`src/verilog/mtcc_defs.vh`:
```
`ifndef MTCC_DEFS_VH
`define MTCC_DEFS_VH
// ****************************************************************
// register offsets (byte addresses, one word each)
// ****************************************************************
`define MTCC_A_AC 6'h00
`define MTCC_A_CFG 6'h04
`define MTCC_A_CRP 6'h08
`define MTCC_A_SRP 6'h0c
`define MTCC_A_DRP 6'h10
`define MTCC_A_BP0 6'h14
`define MTCC_A_BP1 6'h18
`define MTCC_A_CMD 6'h1c
`define MTCC_A_PADDR 6'h20
`define MTCC_A_STAT 6'h24
`define MTCC_A_MASK 6'h28
`define MTCC_A_SGLO 6'h2c
`define MTCC_A_SGHI 6'h30
`define MTCC_A_COPST 6'h34
// ****************************************************************
// field positions
// ****************************************************************
`define MTCC_AC_MODEN 7
`define MTCC_AC_ALC_HI 1
`define MTCC_CFG_SUPEN 0
`define MTCC_BP_EN 31
`define MTCC_D_LOCK 20
`define MTCC_D_SG 21
`define MTCC_D_WP 22
`define MTCC_ST_DONE 0
`define MTCC_ST_VIOL 1
`define MTCC_ST_PF 2
`define MTCC_ST_BERR 3
`define MTCC_ST_PLFAIL 4
// ****************************************************************
// command codes and reset values
// ****************************************************************
`define MTCC_OP_SAVE 3'h1
`define MTCC_OP_RESTORE 3'h2
`define MTCC_OP_VALID 3'h3
`define MTCC_OP_PRELOAD 3'h4
`define MTCC_OP_FLUSHS 3'h5
`define MTCC_RST_WORD 32'h0000_0000
`define MTCC_RST_STAT 5'h00
`endif

```
`src/verilog/mtcc_top.v`:
```
// Local design decisions: the register offsets and strobed register access.
`timescale 1ns/100ps
`include "mtcc_defs.vh"
// Overview of operation
// - save captures, restore reloads state, interface state, enabled breakpoints, roots
// - write to write-protected page raises bus error for that access
// - access control bit 7 set enables module operations
// - disabled modules: user validate ends in access violation unless the effective address primitive faults
// - violation reported only after effective address primitive completes
// - enabled with zero level count: every validate is legal
// - locked entries are never chosen as cache victims
// - shared-global entries are never evicted by root table replacement
// - flush-shared removes shared entries, locked ones included
// - preload walks tables and inserts descriptor into the cache if a victim is found, else sets preload-fail status
// - shared-global may cover a range; lock is per page only
// - function code bit 3 high selects the dma root pointer
// - dma tree top level indexed by access function code
module mtcc_top (
    // clock and reset
    input wire clk,
    input wire reset,
    // register port
    input wire [5:0] reg_addr,
    input wire [31:0] reg_wdata,
    input wire reg_wr,
    input wire reg_rd,
    output wire [31:0] reg_rdata,
    // translated access port
    input wire acc_valid,
    input wire [31:0] acc_addr,
    input wire [3:0] acc_fc,
    input wire acc_write,
    output wire acc_done,
    output wire acc_miss,
    output wire acc_berr,
    output wire [31:0] acc_paddr,
    // table walk port
    output wire walk_req,
    output wire [31:0] walk_base,
    output wire [2:0] walk_index,
    output wire [31:0] walk_addr,
    input wire walk_ack,
    input wire [22:0] walk_desc,
    // effective address primitive
    output wire ea_req,
    input wire ea_done,
    input wire ea_fault,
    // operation results
    output wire op_done,
    output wire op_viol,
    output wire irq
);
    // ****************************************************************
    // states
    // ****************************************************************
    localparam ST_IDLE = 3'b001;
    localparam ST_EA = 3'b010;
    localparam ST_WALK = 3'b100;

    reg [2:0] state_r;
    reg [31:0] ac_r, cfg_r, crp_r, srp_r, drp_r, bp0_r, bp1_r;
    reg [31:0] paddr_r, sglo_r, sghi_r;
    reg [4:0] stat_r, mask_r;
    reg [2:0] op_r;
    reg user_r;
    reg [3:0] lvl_r;
    reg [3:0] opfc_r;
    reg [31:0] rdata_r;
    reg done_r, viol_r;
    reg adone_r, amiss_r, aberr_r;
    reg [31:0] apaddr_r;
    reg [31:0] save_mem [0:7];
    reg [19:0] ct_tag [0:3];
    reg [19:0] ct_phys [0:3];
    reg [3:0] ct_val, ct_lock, ct_sg, ct_wp;
    reg [1:0] rr_r;
    integer i;
    integer j;

    // ****************************************************************
    // root selection
    // ****************************************************************
    function [31:0] root_sel;
        input [3:0] fc;
        begin
            if (fc[3]) begin
                root_sel = drp_r;
            end else if (cfg_r[`MTCC_CFG_SUPEN] && fc[2]) begin
                root_sel = srp_r;
            end else begin
                root_sel = crp_r;
            end
        end
    endfunction

    function in_sg_range;
        input [19:0] page;
        begin
            // range only for shared-global, lock stays per page
            in_sg_range = (page >= sglo_r[31:12]) &&
                (page <= sghi_r[31:12]);
        end
    endfunction

    // ****************************************************************
    // cache lookup and victim choice
    // ****************************************************************
    reg hit;
    reg [1:0] hit_idx;
    reg found;
    reg [1:0] vic_idx;
    reg [1:0] k;
    wire [19:0] acc_page = acc_addr[31:12];
    wire [19:0] pl_page = paddr_r[31:12];
    wire [3:0] eff_sg;

    genvar g;
    generate
        for (g = 0; g < 4; g = g + 1) begin : g_sg
            assign eff_sg[g] = ct_sg[g] | in_sg_range(ct_tag[g]);
        end
    endgenerate

    always @* begin
        hit = 1'b0;
        hit_idx = 2'h0;
        for (i = 0; i < 4; i = i + 1) begin
            if (!hit && ct_val[i] && ct_tag[i] == acc_page) begin
                hit = 1'b1;
                hit_idx = i[1:0];
            end
        end
    end

    always @* begin
        found = 1'b0;
        vic_idx = 2'h0;
        k = 2'h0;
        for (j = 0; j < 4; j = j + 1) begin
            if (!found && !ct_val[j]) begin
                found = 1'b1;
                vic_idx = j[1:0];
            end
        end
        // round robin, skipping entries that must stay resident
        for (j = 0; j < 4; j = j + 1) begin
            k = rr_r + j[1:0];
            if (!found && !ct_lock[k] && !eff_sg[k]) begin
                found = 1'b1;
                vic_idx = k;
            end
        end
    end

    // ****************************************************************
    // operation sequencer and registers
    // ****************************************************************
    wire wr_cmd = reg_wr && reg_addr == `MTCC_A_CMD;
    wire mod_en = ac_r[`MTCC_AC_MODEN];
    wire [1:0] access_level_count_field = ac_r[`MTCC_AC_ALC_HI:0];
    wire wp_hit = acc_valid && acc_write && hit && ct_wp[hit_idx];
    reg [4:0] st_set;
    reg [4:0] stat_nxt;

    always @* begin
        st_set = 5'h00;
        if (wp_hit) begin
            st_set[`MTCC_ST_BERR] = 1'b1;
        end
        if (done_r) begin
            st_set[`MTCC_ST_DONE] = 1'b1;
        end
        if (viol_r) begin
            st_set[`MTCC_ST_VIOL] = 1'b1;
        end
        if (state_r == ST_EA && ea_done && ea_fault) begin
            st_set[`MTCC_ST_PF] = 1'b1;
        end
        if (state_r == ST_WALK && walk_ack && !found) begin
            st_set[`MTCC_ST_PLFAIL] = 1'b1;
        end
        // a new event in the clearing read survives it
        stat_nxt = stat_r | st_set;
        if (reg_rd && reg_addr == `MTCC_A_STAT) begin
            stat_nxt = st_set;
        end
    end

    always @(posedge clk) begin
        if (reset) begin
            state_r <= ST_IDLE;
            ac_r <= `MTCC_RST_WORD;
            cfg_r <= `MTCC_RST_WORD;
            crp_r <= `MTCC_RST_WORD;
            srp_r <= `MTCC_RST_WORD;
            drp_r <= `MTCC_RST_WORD;
            bp0_r <= `MTCC_RST_WORD;
            bp1_r <= `MTCC_RST_WORD;
            paddr_r <= `MTCC_RST_WORD;
            sglo_r <= `MTCC_RST_WORD;
            sghi_r <= `MTCC_RST_WORD;
            stat_r <= `MTCC_RST_STAT;
            mask_r <= `MTCC_RST_STAT;
            op_r <= 3'h0;
            user_r <= 1'b0;
            lvl_r <= 4'h0;
            opfc_r <= 4'h0;
            done_r <= 1'b0;
            viol_r <= 1'b0;
            ct_val <= 4'h0;
            ct_lock <= 4'h0;
            ct_sg <= 4'h0;
            ct_wp <= 4'h0;
            rr_r <= 2'h0;
        end else begin
            stat_r <= stat_nxt;
            done_r <= 1'b0;
            viol_r <= 1'b0;
            if (reg_wr) begin
                case (reg_addr)
                    `MTCC_A_AC: ac_r <= reg_wdata;
                    `MTCC_A_CFG: cfg_r <= reg_wdata;
                    `MTCC_A_CRP: crp_r <= reg_wdata;
                    `MTCC_A_SRP: srp_r <= reg_wdata;
                    `MTCC_A_DRP: drp_r <= reg_wdata;
                    `MTCC_A_BP0: bp0_r <= reg_wdata;
                    `MTCC_A_BP1: bp1_r <= reg_wdata;
                    `MTCC_A_PADDR: paddr_r <= reg_wdata;
                    `MTCC_A_MASK: mask_r <= reg_wdata[4:0];
                    `MTCC_A_SGLO: sglo_r <= reg_wdata;
                    `MTCC_A_SGHI: sghi_r <= reg_wdata;
                    default: ;
                endcase
            end
            case (state_r)
                ST_IDLE: begin
                    // commands while busy are dropped, see COPST
                    if (wr_cmd) begin
                        op_r <= reg_wdata[2:0];
                        user_r <= reg_wdata[3];
                        lvl_r <= reg_wdata[7:4];
                        opfc_r <= reg_wdata[11:8];
                        case (reg_wdata[2:0])
                            `MTCC_OP_SAVE: begin
                                save_mem[0] <= ac_r;
                                save_mem[1] <= cfg_r;
                                save_mem[2] <= crp_r;
                                save_mem[3] <= srp_r;
                                save_mem[4] <= drp_r;
                                save_mem[5] <= bp0_r[`MTCC_BP_EN] ?
                                    bp0_r : `MTCC_RST_WORD;
                                save_mem[6] <= bp1_r[`MTCC_BP_EN] ?
                                    bp1_r : `MTCC_RST_WORD;
                                save_mem[7] <= {29'h0, op_r};
                                done_r <= 1'b1;
                            end
                            `MTCC_OP_RESTORE: begin
                                ac_r <= save_mem[0];
                                cfg_r <= save_mem[1];
                                crp_r <= save_mem[2];
                                srp_r <= save_mem[3];
                                drp_r <= save_mem[4];
                                if (save_mem[5][`MTCC_BP_EN]) begin
                                    bp0_r <= save_mem[5];
                                end
                                if (save_mem[6][`MTCC_BP_EN]) begin
                                    bp1_r <= save_mem[6];
                                end
                                op_r <= save_mem[7][2:0];
                                done_r <= 1'b1;
                            end
                            `MTCC_OP_VALID: state_r <= ST_EA;
                            `MTCC_OP_PRELOAD: state_r <= ST_WALK;
                            `MTCC_OP_FLUSHS: begin
                                ct_val <= ct_val & ~eff_sg;
                                done_r <= 1'b1;
                            end
                            default: ;
                        endcase
                    end
                end
                ST_EA: begin
                    // the verdict waits for the address primitive
                    if (ea_done) begin
                        state_r <= ST_IDLE;
                        done_r <= 1'b1;
                        if (ea_fault) begin
                            viol_r <= 1'b0;
                        end else if (!mod_en) begin
                            viol_r <= user_r;
                        end else if (access_level_count_field == 2'h0) begin
                            viol_r <= 1'b0;
                        end else begin
                            viol_r <= user_r && (lvl_r < {2'h0, access_level_count_field});
                        end
                    end
                end
                ST_WALK: begin
                    if (walk_ack) begin
                        state_r <= ST_IDLE;
                        done_r <= 1'b1;
                        if (found) begin
                            ct_val[vic_idx] <= 1'b1;
                            ct_tag[vic_idx] <= pl_page;
                            ct_phys[vic_idx] <= walk_desc[19:0];
                            ct_lock[vic_idx] <= walk_desc[`MTCC_D_LOCK];
                            ct_sg[vic_idx] <= walk_desc[`MTCC_D_SG];
                            ct_wp[vic_idx] <= walk_desc[`MTCC_D_WP];
                            rr_r <= vic_idx + 2'h1;
                        end
                    end
                end
                default: state_r <= ST_IDLE;
            endcase
        end
    end

    // ****************************************************************
    // access port
    // ****************************************************************
    always @(posedge clk) begin
        if (reset) begin
            adone_r <= 1'b0;
            amiss_r <= 1'b0;
            aberr_r <= 1'b0;
            apaddr_r <= `MTCC_RST_WORD;
        end else begin
            adone_r <= acc_valid && hit && !wp_hit;
            amiss_r <= acc_valid && !hit;
            aberr_r <= wp_hit;
            if (acc_valid && hit) begin
                apaddr_r <= {ct_phys[hit_idx], acc_addr[11:0]};
            end
        end
    end

    // ****************************************************************
    // register read
    // ****************************************************************
    always @(posedge clk) begin
        if (reset) begin
            rdata_r <= `MTCC_RST_WORD;
        end else if (reg_rd) begin
            case (reg_addr)
                `MTCC_A_AC: rdata_r <= ac_r;
                `MTCC_A_CFG: rdata_r <= cfg_r;
                `MTCC_A_CRP: rdata_r <= crp_r;
                `MTCC_A_SRP: rdata_r <= srp_r;
                `MTCC_A_DRP: rdata_r <= drp_r;
                `MTCC_A_BP0: rdata_r <= bp0_r;
                `MTCC_A_BP1: rdata_r <= bp1_r;
                `MTCC_A_PADDR: rdata_r <= paddr_r;
                `MTCC_A_STAT: rdata_r <= {27'h0, stat_r};
                `MTCC_A_MASK: rdata_r <= {27'h0, mask_r};
                `MTCC_A_SGLO: rdata_r <= sglo_r;
                `MTCC_A_SGHI: rdata_r <= sghi_r;
                `MTCC_A_COPST: rdata_r <= {ct_sg, ct_lock, ct_val,
                    14'h0, op_r, state_r};
                default: rdata_r <= `MTCC_RST_WORD;
            endcase
        end else begin
            rdata_r <= `MTCC_RST_WORD;
        end
    end

    // ****************************************************************
    // outputs
    // ****************************************************************
    assign reg_rdata = rdata_r;
    assign acc_done = adone_r;
    assign acc_miss = amiss_r;
    assign acc_berr = aberr_r;
    assign acc_paddr = apaddr_r;
    assign walk_req = state_r == ST_WALK;
    assign walk_base = root_sel(opfc_r);
    assign walk_index = opfc_r[2:0];
    assign walk_addr = paddr_r;
    assign ea_req = state_r == ST_EA;
    assign op_done = done_r;
    assign op_viol = viol_r;
    assign irq = |(stat_r & mask_r);
endmodule // mtcc_top
```
`config.mk`:
```
export PLATFORM = sky130hd
export DESIGN_NAME = mtcc_top
export DESIGN_NICKNAME = d
export VERILOG_FILES = /design/src/verilog/mtcc_top.v
export VERILOG_INCLUDE_DIRS = /design/src /design/src/verilog
export SDC_FILE = /design/constraint.sdc
export NUM_CORES = 2
export LEC_CHECK = 0
export ABC_CLOCK_PERIOD_IN_PS = 23700
export BUFFER_PORTS_ARGS = -buffer_cell sky130_fd_sc_hd__buf_2
export CAP_MARGIN = 0
export CORE_ASPECT_RATIO = 1.4
export CORE_UTILIZATION = 45
export CTS_BUF_LIST = sky130_fd_sc_hd__clkbuf_2
export CTS_CLUSTER_DIAMETER = 120
export CTS_CLUSTER_SIZE = 25
export DETAILED_ROUTE_END_ITERATION = 10
export PLACE_DENSITY = 0.72
export SLEW_MARGIN = 10
export SYNTH_ARGS = -nofsm -noshare
export SYNTH_HDL_FRONTEND = slang
export SYNTH_SLANG_ARGS = --single-unit
```
`constraint.sdc`:
```
create_clock -name clk -period 23.7 [get_ports clk]
set_input_delay 2.37 -clock clk [delete_from_list [all_inputs] [get_ports clk]]
set_output_delay 2.37 -clock clk [all_outputs]
set_load 0.02 [all_outputs]
```
==> results by group <==
Global routing
  – GRT overflow: 0
  – First-pass GRT wire length: 179,000 um
  – Vias in the first global route: 28,587
  – Largest net degree at the start of global routing: 113
  – GRT Util Overall: 28.0%
  – Initial antenna violation count: 22

CTS
  – PostCTS Resize Cnt: 0
  – Inserted Clock Buffers: 38
  – Buffer count from post-CTS setup fixing: 0
  – Root Driver: clkbuf_2
  – CTS clk-pin slew, worst paths: 0.45 ns
  – CTS Sinks: 819
  – # hold bufs at CTS: 0
  – H-tree depth: 2
  – Clk buf depth: 3
  – CTS tree: done
  – Clock Latency Late Sink: 1.43 ns

Timing
  – Fin crit period: 6.09 ns
  – Least-Margin Pin Slew: 1.16 ns
  – # setup viols final: 0
  – Fmax: 164 MHz
  – Final slew viol count: 0
  – TNS Setup: 0 ns
  – Rel. slew slack: 22.3%
  – Hold Fails Final Rpt: 0
  – Worst clock skew: 0.198 ns
  – RSZ-0062 raised after global routing: no
  – Fin crit share: 25.7%
  – WHS: 0.439 ns

Setup path
  – Critical-path cell list: buf_2 -> nand3b_1 -> nor4_2 -> buf_4 -> nand2_1 -> nor3_4 -> buf_4 -> buf_4 -> buf_4
  – Worst EP arrival: 7.11 ns
  – Crit path launch type: input port
  – Worst EP required: 24.72 ns
  – Most Frequent Cell on Critical Path: buf_4
  – Highest-delay cell along the critical path: buf_4
  – Crit Path Category: in -> reg
  – Kind of end point of the critical path: flop
  – CP Max Fanout: 72
  – Max incr delay on CP: 0.92 ns

Detailed routing
  – Routed vias/inst: 6.22
  – First-pass detailed-route iteration total: 6
  – Wire length per cell: 25.6 um
  – Final ANT Viol Nets: 0
  – WL final: 120,000 um
  – Total number of vias: 29,279
  – Initial drt markers: 2,978
  – DRC: 0

Flow run
  – Max-Cap Viols: 0

Pwr
  – Flop pwr share: 71.6%
  – Final Power: 2070 uW
  – Psw: 497 uW
  – Leakage: 0.0152 uW
  – Switching portion of total power: 24.0%
  – Internal Power: 1580 uW
  – VDD IR max: 0.0516 mV
  – Clock share of power: 24.2%
  – Comb power frac: 4.2%
  – Ratio of total power to cell area: 52.1 nW/um^2

Die
  – Num rows: 124
  – Top-level port count: 245
  – Die Footprint: 84,200 sq um
  – Die height: 343 um
  – Starting Density: 45.6%
  – Die Width: 246 um
  – Core area: 81,900 sq um

Placement
  – Placed Area: 39,400 sq um
  – RD Place Congestion: 0.999
  – Port buffer count: 240
  – Post-DP HPWL: 79,200 um

Finish
  – Sequential cell area: 20,300 sq um
  – Area Overhead vs Synth: 6.41%
  – Final net count: 3,862
  – Area of the multi-input gates: 16,000 sq um
  – Fillers: 7,597
  – Fin area: 39,800 sq um
  – Share of cells above drive strength 1: 11.5%
  – Fin util: 48.6%

Worst hold path
  – Hold Crit Class: reg -> reg

Logic synthesis
  – Synth unique cells: 68
  – Post-synth net total: 3,811
  – Mapped Area: 37,400 sq um
  – Count leader, synth: nand2_1
  – #FFs+latches synth: 819
  – Post-synth top cells: 453 x nand2_1, 432 x dfxtp_1, 387 x edfxtp_1
  – Async SR Flop Fraction: 0%
  – Number of synthesis warnings: 0
  – Top cell type's share of synthesized area: 31.1%
  – Syn Area/Cell: 10.6 sq um
  – Cell taking the most area after synthesis: edfxtp_1
  – Sequential area share after synthesis: 54.2%
  – Post-synth EDFFs: 387
  – Cells after synthesis: 3,540
  – Synth Flop Type: dfxtp_1
  – Top cells by area, synth: edfxtp_1 31%, dfxtp_1 23%, mux2i_1 6.3%

Outcome
  – Status: finished clean
-- power groups by stage --
stage	Combinational [uW]	Clock (uW)	Sequential, uW
2_1_floorplan	48.4	0	1510
3_3_place_gp	84.0	0	1510
3_5_place_dp	84.7	0	1510
4_1_cts	84.9	512	1480
5_1_grt	91.1	555	1490
6_report	86.9	501	1480
-- path summary, 6_finish.rpt --
kind / startpoint / slack [ns] / endpoint / cells after the start
worst max-delay path: reg_addr[4] / 17.61 / save_mem[0][80] / 9
worst min-delay path: cfg_r[15] / 0.44 / save_mem[0][47] / 0
worst max register to register: sglo_r[31] / 17.77 / ct_phys[3][11] / 13
worst min register to register: cfg_r[15] / 0.44 / save_mem[0][47] / 0
-- cell type report --
class,count,share of cell area [%]
flip-flops and latches,819,51.0
well taps,1071,3.37
repair buffers,291,4.01
diodes,14,0.0881
inverters,54,0.510
clock inverters,2,0.0252
multi-input cells,2387,40.2
clock buffers,67,0.843
-- metrics by stage --
step | worst slack, ns | std cells
after floorplan | 3.68 | 3540
after global placement | 16.36 | 4622
after detailed placement | 16.30 | 4622
after CTS | 17.72 | 4691
after global routing | 17.47 | 4697
final | 17.61 | 4705
-- cell families after synthesis --
logic type	synth area share [%]
xor+xnor	1.87
fa+ha+maj	5.52
flops	54.2
simple gates	13.9
compound gates	14.1
buf+inv	3.40
mux	6.96
-- critical path: cells and delay by family --
family        cells  cell delay [ns]
buf+inv           5             3.52
simple gates      4             1.06
-- flip-flops by register name (all words and copies together) (netlist names), 32 cells and up --
register / count
save_mem: 227
ct_tag: 80
bp0_r: 32
reg_rdata: 32
drp_r: 32
sghi_r: 32
sglo_r: 32
ac_r: 32
bp1_r: 32
ct_phys: 80
acc_paddr: 32
walk_addr: 32
srp_r: 32
cfg_r: 32
crp_r: 32
-- layout by cell type (no fill, tap or decap), types with 59 or more instances in the layout --
master and instances:
nand2_1 448, dfxtp_1 429, edfxtp_1 387, nor2_1 292
buf_2 238, mux2i_1 234, a21oi_1 189, ha_1 165
nand3_1 156, a311oi_1 129, a211oi_1 102, and2_1 69
clkbuf_2 67, xnor2_1 64, o21ai_0 59
-- routing by layer --
layer | routed length, um | vias to the layer above | global-route usage [%]
met5 | 73 | - | 0
met4 | 7250 | 10 | 15.6
met3 | 10800 | 338 | 4.72
met2 | 57200 | 1486 | 46.6
met1 | 45000 | 14288 | 34.5
li1 | - | 13157 | -
Note: power is estimated with default switching activity, not from simulation.
